## src/rtl/wake_iso_pkg.sv

```systemverilog
package wake_iso_pkg;

  // Register offsets
  localparam logic [7:0] OFS_KEY_GATE_CFG = 8'hF0;
  localparam logic [7:0] OFS_GLOBAL_RST_CFG = 8'h2C;
  localparam logic [7:0] OFS_WAKE_STATUS = 8'h40;
  localparam logic [7:0] OFS_WAKE_ENABLE = 8'h41;
  localparam logic [7:0] OFS_GLOBAL_WAKE = 8'h42;

  // Fields of keyboard_reset_gate_config
  localparam int BIT_ISO_MODE = 7;
  localparam int BIT_MOUSE_ISO = 6;
  localparam int BIT_KEY_ISO = 5;
  // Bits cleared by a system reset; only the key and mouse isolation bits are standby-kept
  localparam logic [7:0] GATE_CFG_MAIN_MASK = 8'h9F;

  // Field of global_controller_reset_config
  localparam int BIT_CTRL_RST = 6;

  // Wake status and enable layout
  localparam int BIT_WAKE_KEY_IRQ = 0;
  localparam int BIT_WAKE_MOUSE_IRQ = 1;
  localparam int BIT_WAKE_KEY_DATA = 3;
  localparam int BIT_WAKE_MOUSE_DATA = 4;
  localparam logic [7:0] WAKE_BITS_MASK = 8'h1B;

  // Global enable field
  localparam int BIT_GLOBAL_EN = 0;

  // Reset values
  localparam logic [7:0] GATE_CFG_RST = 8'h00;
  localparam logic [7:0] GLOBAL_RST_CFG_RST = 8'h00;
  localparam logic [7:0] WAKE_ENABLE_RST = 8'h00;
  localparam logic [7:0] RDATA_RST = 8'h00;

  // Serial line indices
  localparam int NUM_LINES = 4;
  localparam int LINE_KEY_CLK = 0;
  localparam int LINE_KEY_DAT = 1;
  localparam int LINE_MOUSE_CLK = 2;
  localparam int LINE_MOUSE_DAT = 3;
  localparam logic [3:0] LINES_IDLE = 4'hF;

  // Pin synchroniser layout: lines, power-down, system reset, main power
  localparam int SYNC_WIDTH = 7;
  localparam int SYNC_PD_N = 4;
  localparam int SYNC_SYS_RST_N = 5;
  localparam int SYNC_MAIN_PWR = 6;
  localparam logic [6:0] SYNC_RST = 7'h3F;

endpackage : wake_iso_pkg

```

## src/rtl/keyboard_mouse_wake_isolation.sv

```systemverilog
// Strobed register access was decided locally.
`timescale 1ns/1ps
module keyboard_mouse_wake_isolation
(
  input wire logic clk,
  input wire logic nrst,
  input wire logic [7:0] addr,
  input wire logic [7:0] wdata,
  input wire logic wr_en,
  input wire logic rd_en,
  output logic [7:0] rdata,
  input wire logic [3:0] line_in,
  output logic [3:0] line_out,
  output logic [3:0] line_oe,
  output logic [3:0] ctrl_line_in,
  input wire logic [3:0] ctrl_drive_low,
  input wire logic ctrl_key_irq,
  input wire logic ctrl_mouse_irq,
  input wire logic host_power_down_n,
  input wire logic system_reset_n,
  input wire logic main_power_good,
  output logic ctrl_reset,
  output logic wake_event_out_n
);

  // Synchronised pins
  logic [wake_iso_pkg::SYNC_WIDTH-1:0] pin_raw;
  logic [wake_iso_pkg::SYNC_WIDTH-1:0] pin_sync;
  logic [3:0] line_sync_v;
  logic power_down;
  logic sys_rst_active;
  logic main_pwr;

  // Register state
  logic [7:0] gate_cfg_ff;
  logic [7:0] nxt_gate_cfg;
  logic [7:0] rst_cfg_ff;
  logic [7:0] nxt_rst_cfg;
  logic [7:0] wake_en_ff;
  logic [7:0] nxt_wake_en;
  logic global_wake_enable_ff;
  logic nxt_global_wake_enable;
  logic [7:0] rdata_ff;
  logic [7:0] nxt_rdata;

  // Wake detection state
  logic key_data_prev_ff;
  logic mouse_data_prev_ff;
  logic nxt_key_data_prev;
  logic nxt_mouse_data_prev;
  logic [7:0] status_set;
  logic [7:0] status_clr;
  logic [7:0] status;

  // Isolation and outputs
  logic iso_mode;
  logic key_in_block;
  logic mouse_in_block;
  logic key_drive_block;
  logic mouse_drive_block;
  logic [3:0] in_block;
  logic [3:0] drive_block;
  logic [3:0] ctrl_line_in_ff;
  logic [3:0] nxt_ctrl_line_in;
  logic [3:0] line_oe_ff;
  logic [3:0] nxt_line_oe;
  logic [3:0] line_out_ff;
  logic [3:0] nxt_line_out;
  logic ctrl_reset_ff;
  logic nxt_ctrl_reset;
  logic wake_n_ff;
  logic nxt_wake_n;

  // All pins come from outside the clock domain
  assign pin_raw = {main_power_good, system_reset_n, host_power_down_n,
                    line_in};

  line_sync
  #(
    .WIDTH(wake_iso_pkg::SYNC_WIDTH),
    .RST_VAL(wake_iso_pkg::SYNC_RST)
  )
  u_pin_sync
  (
    .clk(clk),
    .nrst(nrst),
    .din(pin_raw),
    .dout(pin_sync)
  );

  assign line_sync_v = pin_sync[3:0];
  assign power_down = ~pin_sync[wake_iso_pkg::SYNC_PD_N];
  assign sys_rst_active = ~pin_sync[wake_iso_pkg::SYNC_SYS_RST_N];
  assign main_pwr = pin_sync[wake_iso_pkg::SYNC_MAIN_PWR];

  // Isolation decode
  always_comb
  begin
    iso_mode = gate_cfg_ff[wake_iso_pkg::BIT_ISO_MODE];
    // Only the power-down input marks deep sleep, so light sleep is
    // left alone by the hardware term
    key_in_block = gate_cfg_ff[wake_iso_pkg::BIT_KEY_ISO] | power_down;
    mouse_in_block = gate_cfg_ff[wake_iso_pkg::BIT_MOUSE_ISO] | power_down;
    key_drive_block = gate_cfg_ff[wake_iso_pkg::BIT_KEY_ISO] |
                      (~iso_mode & power_down);
    mouse_drive_block = gate_cfg_ff[wake_iso_pkg::BIT_MOUSE_ISO] |
                        (~iso_mode & power_down);
    in_block = '0;
    in_block[wake_iso_pkg::LINE_KEY_CLK] = key_in_block;
    in_block[wake_iso_pkg::LINE_KEY_DAT] = key_in_block;
    in_block[wake_iso_pkg::LINE_MOUSE_CLK] = mouse_in_block;
    in_block[wake_iso_pkg::LINE_MOUSE_DAT] = mouse_in_block;
    drive_block = '0;
    drive_block[wake_iso_pkg::LINE_KEY_CLK] = key_drive_block;
    drive_block[wake_iso_pkg::LINE_KEY_DAT] = key_drive_block;
    drive_block[wake_iso_pkg::LINE_MOUSE_CLK] = mouse_drive_block;
    drive_block[wake_iso_pkg::LINE_MOUSE_DAT] = mouse_drive_block;
  end

  // Line gating toward the controller and toward the pins
  always_comb
  begin
    // Blocked lines look idle high to the controller
    nxt_ctrl_line_in = (line_sync_v & ~in_block) |
                       (wake_iso_pkg::LINES_IDLE & in_block);
    // Controller in reset never pulls a line
    nxt_line_oe = ctrl_drive_low & ~drive_block & {4{~ctrl_reset_ff}};
    nxt_line_out = '0;
  end

  always_ff @(posedge clk or negedge nrst)
  begin
    if (!nrst)
    begin
      ctrl_line_in_ff <= wake_iso_pkg::LINES_IDLE;
      line_oe_ff <= '0;
      line_out_ff <= '0;
    end
    else
    begin
      ctrl_line_in_ff <= nxt_ctrl_line_in;
      line_oe_ff <= nxt_line_oe;
      line_out_ff <= nxt_line_out;
    end
  end

  // Wake event detection
  always_comb
  begin
    nxt_key_data_prev = line_sync_v[wake_iso_pkg::LINE_KEY_DAT];
    nxt_mouse_data_prev = line_sync_v[wake_iso_pkg::LINE_MOUSE_DAT];
    status_set = '0;
    // Interrupt events need main power and an open path, so isolation
    // stops only the controller's own activity
    status_set[wake_iso_pkg::BIT_WAKE_KEY_IRQ] =
      ctrl_key_irq & main_pwr & ~key_drive_block;
    status_set[wake_iso_pkg::BIT_WAKE_MOUSE_IRQ] =
      ctrl_mouse_irq & main_pwr & ~mouse_drive_block;
    // Data lines are taken before any gating, on either supply
    status_set[wake_iso_pkg::BIT_WAKE_KEY_DATA] = key_data_prev_ff &
      ~line_sync_v[wake_iso_pkg::LINE_KEY_DAT];
    status_set[wake_iso_pkg::BIT_WAKE_MOUSE_DATA] = mouse_data_prev_ff &
      ~line_sync_v[wake_iso_pkg::LINE_MOUSE_DAT];
    status_clr = '0;
    if (wr_en && addr == wake_iso_pkg::OFS_WAKE_STATUS)
    begin
      status_clr = wdata & wake_iso_pkg::WAKE_BITS_MASK;
    end
  end

  always_ff @(posedge clk or negedge nrst)
  begin
    if (!nrst)
    begin
      key_data_prev_ff <= 1'b1;
      mouse_data_prev_ff <= 1'b1;
    end
    else
    begin
      key_data_prev_ff <= nxt_key_data_prev;
      mouse_data_prev_ff <= nxt_mouse_data_prev;
    end
  end

  wake_flags
  #(
    .WIDTH(8)
  )
  u_status
  (
    .clk(clk),
    .nrst(nrst),
    .set(status_set),
    .clr(status_clr),
    .q(status)
  );

  // Register writes; nrst is the standby-supply power-on reset
  always_comb
  begin
    nxt_gate_cfg = gate_cfg_ff;
    nxt_rst_cfg = rst_cfg_ff;
    nxt_wake_en = wake_en_ff;
    nxt_global_wake_enable = global_wake_enable_ff;
    // System reset clears main-supply bits only
    if (sys_rst_active)
    begin
      nxt_gate_cfg = gate_cfg_ff & ~wake_iso_pkg::GATE_CFG_MAIN_MASK;
      nxt_rst_cfg = wake_iso_pkg::GLOBAL_RST_CFG_RST;
    end
    else if (wr_en)
    begin
      if (addr == wake_iso_pkg::OFS_KEY_GATE_CFG)
      begin
        nxt_gate_cfg = wdata;
      end
      else if (addr == wake_iso_pkg::OFS_GLOBAL_RST_CFG)
      begin
        nxt_rst_cfg = wdata;
      end
    end
    // Enables live on the standby supply; system reset leaves them
    if (wr_en && addr == wake_iso_pkg::OFS_WAKE_ENABLE)
    begin
      nxt_wake_en = wdata & wake_iso_pkg::WAKE_BITS_MASK;
    end
    else if (wr_en && addr == wake_iso_pkg::OFS_GLOBAL_WAKE)
    begin
      nxt_global_wake_enable = wdata[wake_iso_pkg::BIT_GLOBAL_EN];
    end
  end

  // Read mux; unmapped offsets read as zero
  always_comb
  begin
    nxt_rdata = wake_iso_pkg::RDATA_RST;
    if (rd_en)
    begin
      if (addr == wake_iso_pkg::OFS_KEY_GATE_CFG)
      begin
        nxt_rdata = gate_cfg_ff;
      end
      else if (addr == wake_iso_pkg::OFS_GLOBAL_RST_CFG)
      begin
        nxt_rdata = rst_cfg_ff;
      end
      else if (addr == wake_iso_pkg::OFS_WAKE_STATUS)
      begin
        nxt_rdata = status;
      end
      else if (addr == wake_iso_pkg::OFS_WAKE_ENABLE)
      begin
        nxt_rdata = wake_en_ff;
      end
      else if (addr == wake_iso_pkg::OFS_GLOBAL_WAKE)
      begin
        nxt_rdata[wake_iso_pkg::BIT_GLOBAL_EN] = global_wake_enable_ff;
      end
    end
  end

  always_ff @(posedge clk or negedge nrst)
  begin
    if (!nrst)
    begin
      gate_cfg_ff <= wake_iso_pkg::GATE_CFG_RST;
      rst_cfg_ff <= wake_iso_pkg::GLOBAL_RST_CFG_RST;
      wake_en_ff <= wake_iso_pkg::WAKE_ENABLE_RST;
      global_wake_enable_ff <= 1'b0;
      rdata_ff <= wake_iso_pkg::RDATA_RST;
    end
    else
    begin
      gate_cfg_ff <= nxt_gate_cfg;
      rst_cfg_ff <= nxt_rst_cfg;
      wake_en_ff <= nxt_wake_en;
      global_wake_enable_ff <= nxt_global_wake_enable;
      rdata_ff <= nxt_rdata;
    end
  end

  // Controller reset and wake event output
  always_comb
  begin
    // Power-down leaves before system reset does, so hardware isolation
    // is already gone when the controller starts
    nxt_ctrl_reset = rst_cfg_ff[wake_iso_pkg::BIT_CTRL_RST] |
                     sys_rst_active;
    nxt_wake_n = ~(global_wake_enable_ff &
                   (|(status & wake_en_ff)));
  end

  always_ff @(posedge clk or negedge nrst)
  begin
    if (!nrst)
    begin
      ctrl_reset_ff <= 1'b1;
      wake_n_ff <= 1'b1;
    end
    else
    begin
      ctrl_reset_ff <= nxt_ctrl_reset;
      wake_n_ff <= nxt_wake_n;
    end
  end

  assign rdata = rdata_ff;
  assign line_out = line_out_ff;
  assign line_oe = line_oe_ff;
  assign ctrl_line_in = ctrl_line_in_ff;
  assign ctrl_reset = ctrl_reset_ff;
  assign wake_event_out_n = wake_n_ff;

endmodule : keyboard_mouse_wake_isolation

```

## src/rtl/line_sync.sv

```systemverilog
`timescale 1ns/1ps
// Three-stage pin synchroniser; a change is taken once stages two and
// three agree, which also rejects a single-sample glitch
module line_sync
#(
  parameter int WIDTH = 1,
  parameter logic [WIDTH-1:0] RST_VAL = '1
)
(
  input wire logic clk,
  input wire logic nrst,
  input wire logic [WIDTH-1:0] din,
  output logic [WIDTH-1:0] dout
);

  logic [WIDTH-1:0] s1_ff;
  logic [WIDTH-1:0] s2_ff;
  logic [WIDTH-1:0] s3_ff;
  logic [WIDTH-1:0] dout_ff;
  logic [WIDTH-1:0] nxt_dout;

  // Hold the last agreed value while stages two and three differ
  always_comb
  begin
    nxt_dout = (~(s2_ff ^ s3_ff) & s3_ff) | ((s2_ff ^ s3_ff) & dout_ff);
  end

  // First stage feeds only the second
  always_ff @(posedge clk or negedge nrst)
  begin
    if (!nrst)
    begin
      s1_ff <= RST_VAL;
      s2_ff <= RST_VAL;
      s3_ff <= RST_VAL;
      dout_ff <= RST_VAL;
    end
    else
    begin
      s1_ff <= din;
      s2_ff <= s1_ff;
      s3_ff <= s2_ff;
      dout_ff <= nxt_dout;
    end
  end

  assign dout = dout_ff;

endmodule : line_sync

```

## src/rtl/wake_flags.sv

```systemverilog
`timescale 1ns/1ps
// Sticky event flags; a set in the same cycle as a clear wins
module wake_flags
#(
  parameter int WIDTH = 8
)
(
  input wire logic clk,
  input wire logic nrst,
  input wire logic [WIDTH-1:0] set,
  input wire logic [WIDTH-1:0] clr,
  output logic [WIDTH-1:0] q
);

  logic [WIDTH-1:0] flag_ff;
  logic [WIDTH-1:0] nxt_flag;

  genvar i;
  generate
    for (i = 0; i < WIDTH; i++)
    begin : g_flag
      // Set has priority so no event is lost during a clear
      always_comb
      begin
        nxt_flag[i] = set[i] | (flag_ff[i] & ~clr[i]);
      end

      always_ff @(posedge clk or negedge nrst)
      begin
        if (!nrst)
        begin
          flag_ff[i] <= 1'b0;
        end
        else
        begin
          flag_ff[i] <= nxt_flag[i];
        end
      end
    end
  endgenerate

  assign q = flag_ff;

endmodule : wake_flags

```

## config.mk

```make
export PLATFORM = sky130hd
export DESIGN_NAME = keyboard_mouse_wake_isolation
export DESIGN_NICKNAME = d
export VERILOG_FILES = /design/src/rtl/wake_iso_pkg.sv /design/src/rtl/keyboard_mouse_wake_isolation.sv /design/src/rtl/line_sync.sv /design/src/rtl/wake_flags.sv
export SDC_FILE = /design/constraint.sdc
export NUM_CORES = 1
export LEC_CHECK = 0
export BUFFER_PORTS_ARGS = -buffer_cell sky130_fd_sc_hd__buf_2
export CAP_MARGIN = 25
export CELL_PAD_IN_SITES_DETAIL_PLACEMENT = 1
export CELL_PAD_IN_SITES_GLOBAL_PLACEMENT = 1
export CORE_ASPECT_RATIO = 0.5
export CORE_MARGIN = 4
export CORE_UTILIZATION = 35
export CTS_CLUSTER_SIZE = 40
export DETAILED_ROUTE_END_ITERATION = 10
export PLACE_DENSITY_LB_ADDON = 0.1
export SYNTH_ARGS = -nofsm -noshare
export SYNTH_HDL_FRONTEND = slang
export SYNTH_HIERARCHICAL = 1
export SYNTH_SLANG_ARGS = --single-unit
```

## constraint.sdc

```tcl
create_clock -name clk -period 1.7 [get_ports clk]
set_input_delay 0.17 -clock clk [delete_from_list [all_inputs] [get_ports clk]]
set_output_delay 0.17 -clock clk [all_outputs]
set_load 0.005 [all_outputs]
```

# After elaboration in Yosys (flattened, before gate mapping)
# Cells that the tools add are included.
[op_classes] n_eq_ne=9 mux=15 bitwise=55 reduce_logical=8
[ops] op="two-way mux 8 bit" n=11
[ops] op="== test 8 x 7 -> 1 bit, second input constant" n=3
[ops] op="bitwise AND 1 bit" n=16
[ops] op="NOT 1 bit" n=15
[ops] op="bitwise AND 7 bit" n=2
[ops] op="bitwise AND 4 bit" n=3
[ops] op="bitwise OR 1 bit" n=9
[ops] op="bitwise AND 8 x 5 -> 8 bit" n=1
[ops] op="== test 8 x 6 -> 1 bit, second input constant" n=1
[ops] op="== test 8 bit, second input constant" n=1
[ops] op="!= test 2 bit, second input constant" n=4
[ops] op="NOT 4 bit" n=2
[ops] op="OR reduction 8 bit" n=1
[ops] op="NOT 7 bit" n=1
[ops] op="bitwise OR 7 bit" n=1
[ops] op="bitwise XOR 7 bit" n=1
[ops] op="AND reduction 3 bit" n=2
[ops] op="two-way mux 5 bit" n=1
[ops] op="two-way mux 4 bit" n=1
[ops] op="bitwise OR 4 bit" n=1
[ops] op="AND reduction 2 bit" n=2
[ops] op="logical AND 1 bit" n=3
[ops] op="NOT 1 bit, first input constant" n=3
[ops] op="two-way mux 1 bit" n=2
[word_totals] register_bits=77 wordCells=111

# Logic depth before layout (Yosys ltp)
# Gate-level depths: netlist of the first run.
[logic_depth] depth_word=7 ltp_mapped=6 ltp_nobuf=5

# Modules after synthesis
# The synthesis of the first run kept the hierarchy.
[modules_own_cells] module="keyboard_mouse_wake_isolation" instances=1 cells_each=181 area_each_um2=1905.6 seq_area_each_um2=1036.0
[modules_own_cells] module="line_sync" instances=1 cells_each=35 area_each_um2=809.5 seq_area_each_um2=730.7
[modules_own_cells] module="wake_flags" instances=1 cells_each=24 area_each_um2=290.3 seq_area_each_um2=200.2

# Least setup slack after synthesis of the first run
# OpenSTA, ideal clock, no wires.
[synth_timing] kind="input to register" from="input addr[0]" to="register rst_cfg_ff[0]" setup_time_ps=128 t_arrival_ps=1433 required_time_ps=1572 slack_ps=139 stages=6 n_path_buf=2 path_cell_list="buf_6 -> or4_4 -> or3_1 -> buf_6 -> nand2_1 -> a21oi_1"
[synth_between] elab_chain_cells=3 elab_cells_between_ends=5 classes_between="eq/ne: 4; reduce/logical: 1"
[synth_lines] element="start: declaration" line="keyboard_mouse_wake_isolation.sv:7" rtl="input wire logic [7:0] addr,"
[synth_lines] element="== test 8 x 6 -> 1 bit or == test 8 bit (tied branches)" line="keyboard_mouse_wake_isolation.sv:217, keyboard_mouse_wake_isolation.sv:213"
[synth_lines] element="!= test 2 bit (no source line)"
[synth_lines] element="AND reduction 3 bit (no source line) *"
[synth_lines] element="end signal: assignment" line="keyboard_mouse_wake_isolation.sv:267" rtl="rst_cfg_ff <= wake_iso_pkg::GLOBAL_RST_CFG_RST;"
[synth_lines] element="end signal: assignment" line="keyboard_mouse_wake_isolation.sv:275" rtl="rst_cfg_ff <= nxt_rst_cfg;"
[synth_lines] element="end: declaration" line="keyboard_mouse_wake_isolation.sv:37" rtl="logic [7:0] rst_cfg_ff;"
# Every way passes the cells marked *; elsewhere a longest branch is shown, timed or not.
# A chain may end at the register's enable or synchronous reset.

==> impl_summary.txt, run 1 <==
----------------------------------------------------
[Run status]
  Run status ... complete, no violations

[Setup path]
  Sum of buffers and inverters on the critical path ... 1
  Worst Reg2Reg Path Length in Cells ... 3
  Worst path required time ... 1910 ps
  Critical path cell sequence ... inv_1 -> or2_1 -> mux2_1
  Slowest cell on crit path ... sky130_fd_sc_hd__dfstp_2
  Startpoint class of the critical path ... register
  Critical path class ... reg -> reg
  Delay of the slowest critical-path stage ... 530 ps
  Arr. time, crit path ... 1630 ps
  Total stage count of the critical path ... 3
  Maximum net fanout on the critical path ... 9
  Setup crit end kind ... register
  Worst path top cell family by delay ... flip-flops

[Cells and area]
  Area used by multi-input combinational logic ... 967 µm²
  Final standard cell utilization of the core ... 0.475
  Share of final-layout standard cells stronger than drive strength 1 ... 0.379
  Fill cell instance count of the final layout ... 916
  Area Growth Syn to Fin ... 29.1%
  Antenna cell count ... 0
  # nets final ... 355
  Area occupied by registers ... 1970 µm²
  Non-filler cells, final ... 439

[Power]
  Leak ... 1.73 nW
  Total chip power ... 4.27 mW
  Relative contribution of combinational cells to total power ... 0.066
  Switching share of power ... 0.223
  Power Dens Cells ... 1100 nW/µm²
  Internal Pwr Total ... 3.32 mW
  Sequential Power Share ... 0.469
  Total net switching power ... 952 µW
  Share of power burned in the clock network ... 0.465
  Worst supply voltage drop on vdd ... 0.540 mV

[Floorplan]
  Initial Utilization ... 0.368
  Die area ... 10,200 µm²
  Total core area ... 8170 µm²
  Num ports ... 55
  Row cnt ... 23
  Die Y ... 73.5 µm
  Die boundary width ... 139 µm

[Placement]
  Number of buffers added on ports ... 50
  Worst Setup Slack post-DPL ... 8.04 ps
  Total placed cells including tap cells ... 415
  RePlAce Congestion ... 0.766
  Total half-perimeter wirelength after legalization and detailed placement ... 5070 µm

[Global routing]
  Remaining global-route overflow ... 0
  Wire length of the first global-routing pass ... 12,200 µm
  Number of global-route vias before repair ... 2,357
  Total global routing track utilization ... 0.155
  Antenna violations before repair ... 0
  Maximum number of pins on one net before global-route repair ... 39

[Yosys]
  Leading cell type by number of instances after synthesis ... sky130_fd_sc_hd__dfrtp_1
  Area contributors post-synth ... sky130_fd_sc_hd__dfrtp_1 (37%), sky130_fd_sc_hd__dfstp_2 (28%), sky130_fd_sc_hd__a21o_1 (2.7%), sky130_fd_sc_hd__a21oi_1 (2.7%), sky130_fd_sc_hd__nand3_1 (2.7%)
  Async SR Flop Fraction ... 1.00
  Most used flip-flop cell after synthesis ... sky130_fd_sc_hd__dfrtp_1
  Number of unique standard cell types used by synthesis ... 37
  Count of warnings emitted by yosys ... 6
  Mean cell area of the mapped netlist ... 12.5 µm²
  Post-synthesis register bit count ... 77
  Sequential-to-total area share from yosys stat ... 0.654
  Number of instances in the synthesized netlist ... 240
  EDFF count, synth ... 0
  Area of the mapped netlist ... 3010 µm²
  Cell types with the highest counts after synthesis ... sky130_fd_sc_hd__dfrtp_1 (45), sky130_fd_sc_hd__dfstp_2 (32), sky130_fd_sc_hd__nand2_1 (21), sky130_fd_sc_hd__a21oi_1 (16), sky130_fd_sc_hd__nand3_1 (16)
  Largest area contributor in the netlist ... sky130_fd_sc_hd__dfrtp_1
  Synth top area share ... 0.375

[Timing]
  Max-slew headroom at the worst pin ... 0.556
  Setup-violating endpoint count in the final report ... 0
  Endpoints failing hold ... 0
  Maximum clock frequency ... 703 MHz
  Final WS setup ... 277 ps
  Fin crit period ... 1420 ps
  Final Slew Violations ... 0
  Final Skew ... 5.69 ps
  Unrepaired setup endpoints after global routing ... no
  Least-Margin Pin Slew ... 661 ps
  Final-layout setup total negative slack ... 0 ps
  Post-route fraction of the period consumed by the critical path ... 0.837

[Drt]
  Drt via density ... 4.81
  Remaining routing DRC violations ... 0
  Wire per inst ... 16.2 µm
  Initial detailed-routing violation count ... 99
  Number of search-and-repair iterations in the first detailed-routing pass ... 4
  Final WL ... 7130 µm
  Vias post-DR ... 2,111
  Post-detailed-route count of antenna-violating nets ... 0

[Flow run]
  Max_cap viols ... 0

[Clocking]
  Postcts setup bufs ... 0
  CTS tree ... done
  Number of gates resized after CTS ... 0
  Clock Latency Late Sink ... 330 ps
  Maximum buffer depth of the clock tree ... 2
  CTS sink cnt ... 77
  Clock Pin Slew Worst Setup and Hold Paths ... 60 ps
  Number of buffers inserted during clock tree synthesis ... 9
  Cell chosen for the clock root ... sky130_fd_sc_hd__clkbuf_16
  H-tree depth reported by CTS ... 3

[Worst hold path]
  Hold path cells ... 2
  Tightest Hold Check Type ... in -> reg

----------------------------------------------------
## cell usage in the layout (no fill, tap or decap), drive strengths merged, types with 7 or more instances in the layout
| cell | Yosys | final |
|---|---|---|
| buf | 7 | 63 |
| dfrtp | 45 | 45 |
| dfstp | 32 | 32 |
| nand2 | 21 | 21 |
| nand3 | 16 | 16 |
| a21oi | 16 | 16 |
| o21ai | 16 | 16 |
| inv | 10 | 13 |
| conb | 1 | 12 |
| a21o | 11 | 11 |
| clkbuf | 4 | 10 |
| mux2 | 10 | 10 |
| dlygate4sd3 | 0 | 8 |
| maj3 | 7 | 7 |
## final cells by class
type / instances / share of cell area
Multi-Input combinational cell: 153 / 0.249
Sequential cell: 77 / 0.507
Inverter: 10 / 0.00967
Timing Repair Buffer: 71 / 0.117
Clock buffer: 10 / 0.0645
Tap cell: 112 / 0.0361
Clock inverter: 6 / 0.0164
## cell families after synthesis
logic type               Yosys count  synth area share
AND/OR/NAND/NOR                   72             0.138
buffers and inverters             21            0.0375
adder cells (fa/ha/maj)            7            0.0262
multiplexers                      11            0.0408
other                              1           0.00125
AO/OA/AOI/OAI                     51             0.102
flip-flops                        77             0.654
## state kept, by name (all words and copies together) (netlist names), 4 cells and up, named ones only
name              flops
ctrl_line_in          4
gate_cfg_ff           8
line_oe               4
rdata                 8
rst_cfg_ff            8
u_pin_sync/s1_ff      7
u_pin_sync/s2_ff      7
u_pin_sync/s3_ff      7
u_status/q            8
wake_en_ff            4
## power by group through the flow
| stage | clock network, mW | logic [mW] | registers (mW) |
|---|---|---|---|
| 5_1_grt | 2.12 | 0.319 | 2.02 |
| 3_3_place_gp | 0 | 0.261 | 2.03 |
| 6_report | 1.98 | 0.282 | 2.00 |
| 2_1_floorplan | 0 | 0.119 | 2.02 |
| 3_5_place_dp | 0 | 0.271 | 2.03 |
| 4_1_cts | 2.04 | 0.288 | 2.00 |
## final timing paths
kind                                      from                  end  slack (ps)
max                                   register       gate_cfg_ff[6]         280
min                          ctrl_drive_low[2]           line_oe[2]          50
max reg2reg                           register       gate_cfg_ff[6]         280
min reg2reg                u_pin_sync/s1_ff[2]  u_pin_sync/s2_ff[2]         360
max in group asynchronous                 nrst        rst_cfg_ff[4]         830
min in group asynchronous                 nrst           line_oe[2]         260
## metrics by stage
step                      hold WS (ps)  area [µm²]
after global routing              47.6        3880
after global placement            72.9        3490
after detailed placement          82.4        3490
after floorplan                   -126        3050
after CTS                         35.4        3880
final                             46.9        3880
## per-layer routing
metal	routed length [µm]	GRT usage
met2	3410	0.255
met1	3320	0.199
met5	0	0
met3	353	0.0520
met4	46	0.0412
## repair_timing
item                                    in CTS  in global routing
hold endpoints to repair                    23                  0
hold buffers                                 8                  0
endpoints found under the setup margin       0                  0
Note: power is estimated with default switching activity, not from simulation.
==> inputs of run 2 (changes only) <==
- clock period: 1.7 -> 1.35 ns (I/O delays scaled with it)
==> impl_summary.txt, run 2 (same netlist as run 1, synthesis figures left out) <==
----------------------------------------------------
[Power]
  Relative contribution of combinational cells to total power ... 0.070 (+0.004)
  Power Dens Cells ... 1340 nW/µm² (+21%)
  Worst supply voltage drop on vdd ... 0.561 mV (+3.9%)
  Leak ... 1.74 nW (+0.42%)
  Internal Pwr Total ... 4.01 mW (+21%)
  Total net switching power ... 1.21 mW (+28%)
  Sequential Power Share ... 0.482 (+0.013)
  Switching share of power ... 0.232 (+0.00946)
  Total chip power ... 5.22 mW (+22%)
  Share of power burned in the clock network ... 0.448 (-0.017)

[Setup path]
  Worst path required time ... 1560 ps (-350 ps)
  Arr. time, crit path ... 1490 ps (-140 ps)
  Critical path class ... in -> reg
  Startpoint class of the critical path ... primary input
  Maximum net fanout on the critical path ... 4 (-5)
  Setup crit end kind ... register

[Clocking]
  Number of buffers inserted during clock tree synthesis ... 9 (unchanged)
  Clock Latency Late Sink ... 330 ps (about the same)
  Clock Pin Slew Worst Setup and Hold Paths ... 60 ps (about the same)
  H-tree depth reported by CTS ... 3 (unchanged)
  Maximum buffer depth of the clock tree ... 2 (unchanged)
  CTS tree ... done
  Cell chosen for the clock root ... sky130_fd_sc_hd__clkbuf_16
  CTS sink cnt ... 77 (unchanged)

[Global routing]
  Antenna violations before repair ... 0 (unchanged)
  GR Layer Usage met1 ... 0.203 (+0.00371)
  Wire length of the first global-routing pass ... 11,900 µm (-2.8%)
  Total global routing track utilization ... 0.150 (-0.00457)
  Met3 Track Usage GR ... 0.0520 (unchanged)
  Most crowded layer after global routing ... met2
  Number of global-route vias before repair ... 2,288 (-2.9%)
  Remaining global-route overflow ... 0 (unchanged)
  Maximum number of pins on one net before global-route repair ... 78 (+100%)
  Met2 track demand over resource ... 0.233 (-0.0226)

[Timing]
  Maximum clock frequency ... 784 MHz
  Post-route fraction of the period consumed by the critical path ... 0.945
  Tightest hold margin ... 17.8 ps (-29.1 ps)
  Final Skew ... 3.11 ps (-2.58 ps)
  Unrepaired setup endpoints after global routing ... yes
  Setup-violating endpoint count in the final report ... 0 (unchanged)
  Fin crit period ... 1280 ps
  Endpoints failing hold ... 0 (unchanged)
  Final Slew Violations ... 0 (unchanged)
  Final WS setup ... 74.9 ps (-203 ps)

[Cells and area]
  Area used by multi-input combinational logic ... 993 µm² (+2.7%)
  # nets final ... 358 (+0.85%)
  Area occupied by registers ... 1970 µm² (unchanged)
  Most frequent cells in the layout ... sky130_fd_sc_hd__buf_2 (49), sky130_fd_sc_hd__dfrtp_1 (45), sky130_fd_sc_hd__dfstp_2 (32)
  Fill cell instance count of the final layout ... 904 (-1.3%)
  Leading cell type in the layout, fill and taps excluded ... sky130_fd_sc_hd__buf_2
  Post-route standard cell area excluding fillers ... 3910 µm² (+0.74%)
  Area Growth Syn to Fin ... 30.1%
  Antenna cell count ... 0 (unchanged)
  Share of final-layout standard cells stronger than drive strength 1 ... 0.394 (+0.0147)

[Drt]
  Number of search-and-repair iterations in the first detailed-routing pass ... 4 (unchanged)
  Wire per inst ... 15.6 µm (-4.1%)
  Final WL ... 6890 µm (-3.4%)
  Initial detailed-routing violation count ... 82 (-17%)
  Post-detailed-route count of antenna-violating nets ... 0 (unchanged)
  Drt via density ... 4.69 (-2.6%)
  Remaining routing DRC violations ... 0 (unchanged)
  Vias post-DR ... 2,071 (-1.9%)

[Floorplan]
  Num ports ... 55 (unchanged)
  Initial Utilization ... 0.368 (unchanged)
  Die Y ... 73.5 µm (unchanged)
  Total core area ... 8170 µm² (unchanged)
  Row cnt ... 23 (unchanged)
  Die area ... 10,200 µm² (unchanged)
  Die boundary width ... 139 µm (unchanged)

[Placement]
  Number of buffers added on ports ... 50 (unchanged)
  RePlAce Congestion ... 0.780 (+1.9%)
  Total placed instance area ... 3520 µm² (+0.97%)
  Worst Setup Slack post-DPL ... -318 ps (-326 ps)
  Total half-perimeter wirelength after legalization and detailed placement ... 4880 µm (-3.7%)

[Run status]
  Run status ... complete, no violations

[Flow run]
  Max_cap viols ... 0 (unchanged)

[Worst hold path]
  Tightest Hold Check Type ... in -> reg

----------------------------------------------------
[run 2: layout make-up]
| class | instances | share of cell area |
|---|---|---|
| sequential | 77 | 0.503 |
| multi-input combinational | 153 | 0.254 |
| timing repair buffer | 74 | 0.122 |
| clock buffer | 11 | 0.0650 |
| tap | 112 | 0.0358 |
| clock inverter | 5 | 0.0102 |
| inverter | 10 | 0.00960 |
[run 2: metal layers]
layer	wire length [µm]	vias to the layer above
li1	-	988
met4	82	0
met1	3450	1020
met3	413	11
met2	2940	52
met5	0	-
[run 2: worst paths after layout]
kind                                             to  depth (start not counted)                start  slack [ps]
worst max register to register       gate_cfg_ff[6]                          3             register          80
worst min-delay path                     line_oe[1]                          2    ctrl_drive_low[1]          20
worst min register to register  u_pin_sync/s2_ff[5]                          0  u_pin_sync/s1_ff[5]         350
min in group asynchronous                line_oe[1]                          3                 nrst         360
max in group asynchronous       u_pin_sync/s3_ff[0]                          3                 nrst         640
worst max-delay path                  wake_en_ff[4]                          5              addr[2]          70
[run 2: worst max-delay path, stage by stage]
cell and delay (ps):
sky130_fd_sc_hd__buf_2 120, sky130_fd_sc_hd__or3b_4 420, sky130_fd_sc_hd__nor2_1 220, sky130_fd_sc_hd__nand3_1 230
sky130_fd_sc_hd__mux2_1 370
[run 2: repair_timing]
| action | 4_1_cts | 5_1_grt |
|---|---|---|
| endpoints found under the hold margin | 52 | 0 |
| resized for setup | 0 | 3 |
| endpoints found under the setup margin | 0 | 9 |
| buffers inserted | 0 | 0 |
| hold buffers | 8 | 0 |
[run 2: power groups by stage]
stage          sequential (mW)  clock, mW  combinational (mW)
6_report                  2.52       2.34               0.367
5_1_grt                   2.53       2.55               0.417
2_1_floorplan             2.55          0               0.153
3_5_place_dp              2.56          0               0.352
4_1_cts                   2.52       2.42               0.371
3_3_place_gp              2.55          0               0.341
[run 2: per-stage QoR]
stage	utilization	setup TNS (ps)	cells
after floorplan	-	-788	251
after global placement	0.431	-5620	418
after detailed placement	0.431	-6290	418
after CTS	0.477	0	442
after global routing	0.478	-3.48	442
final	0.478	0	442
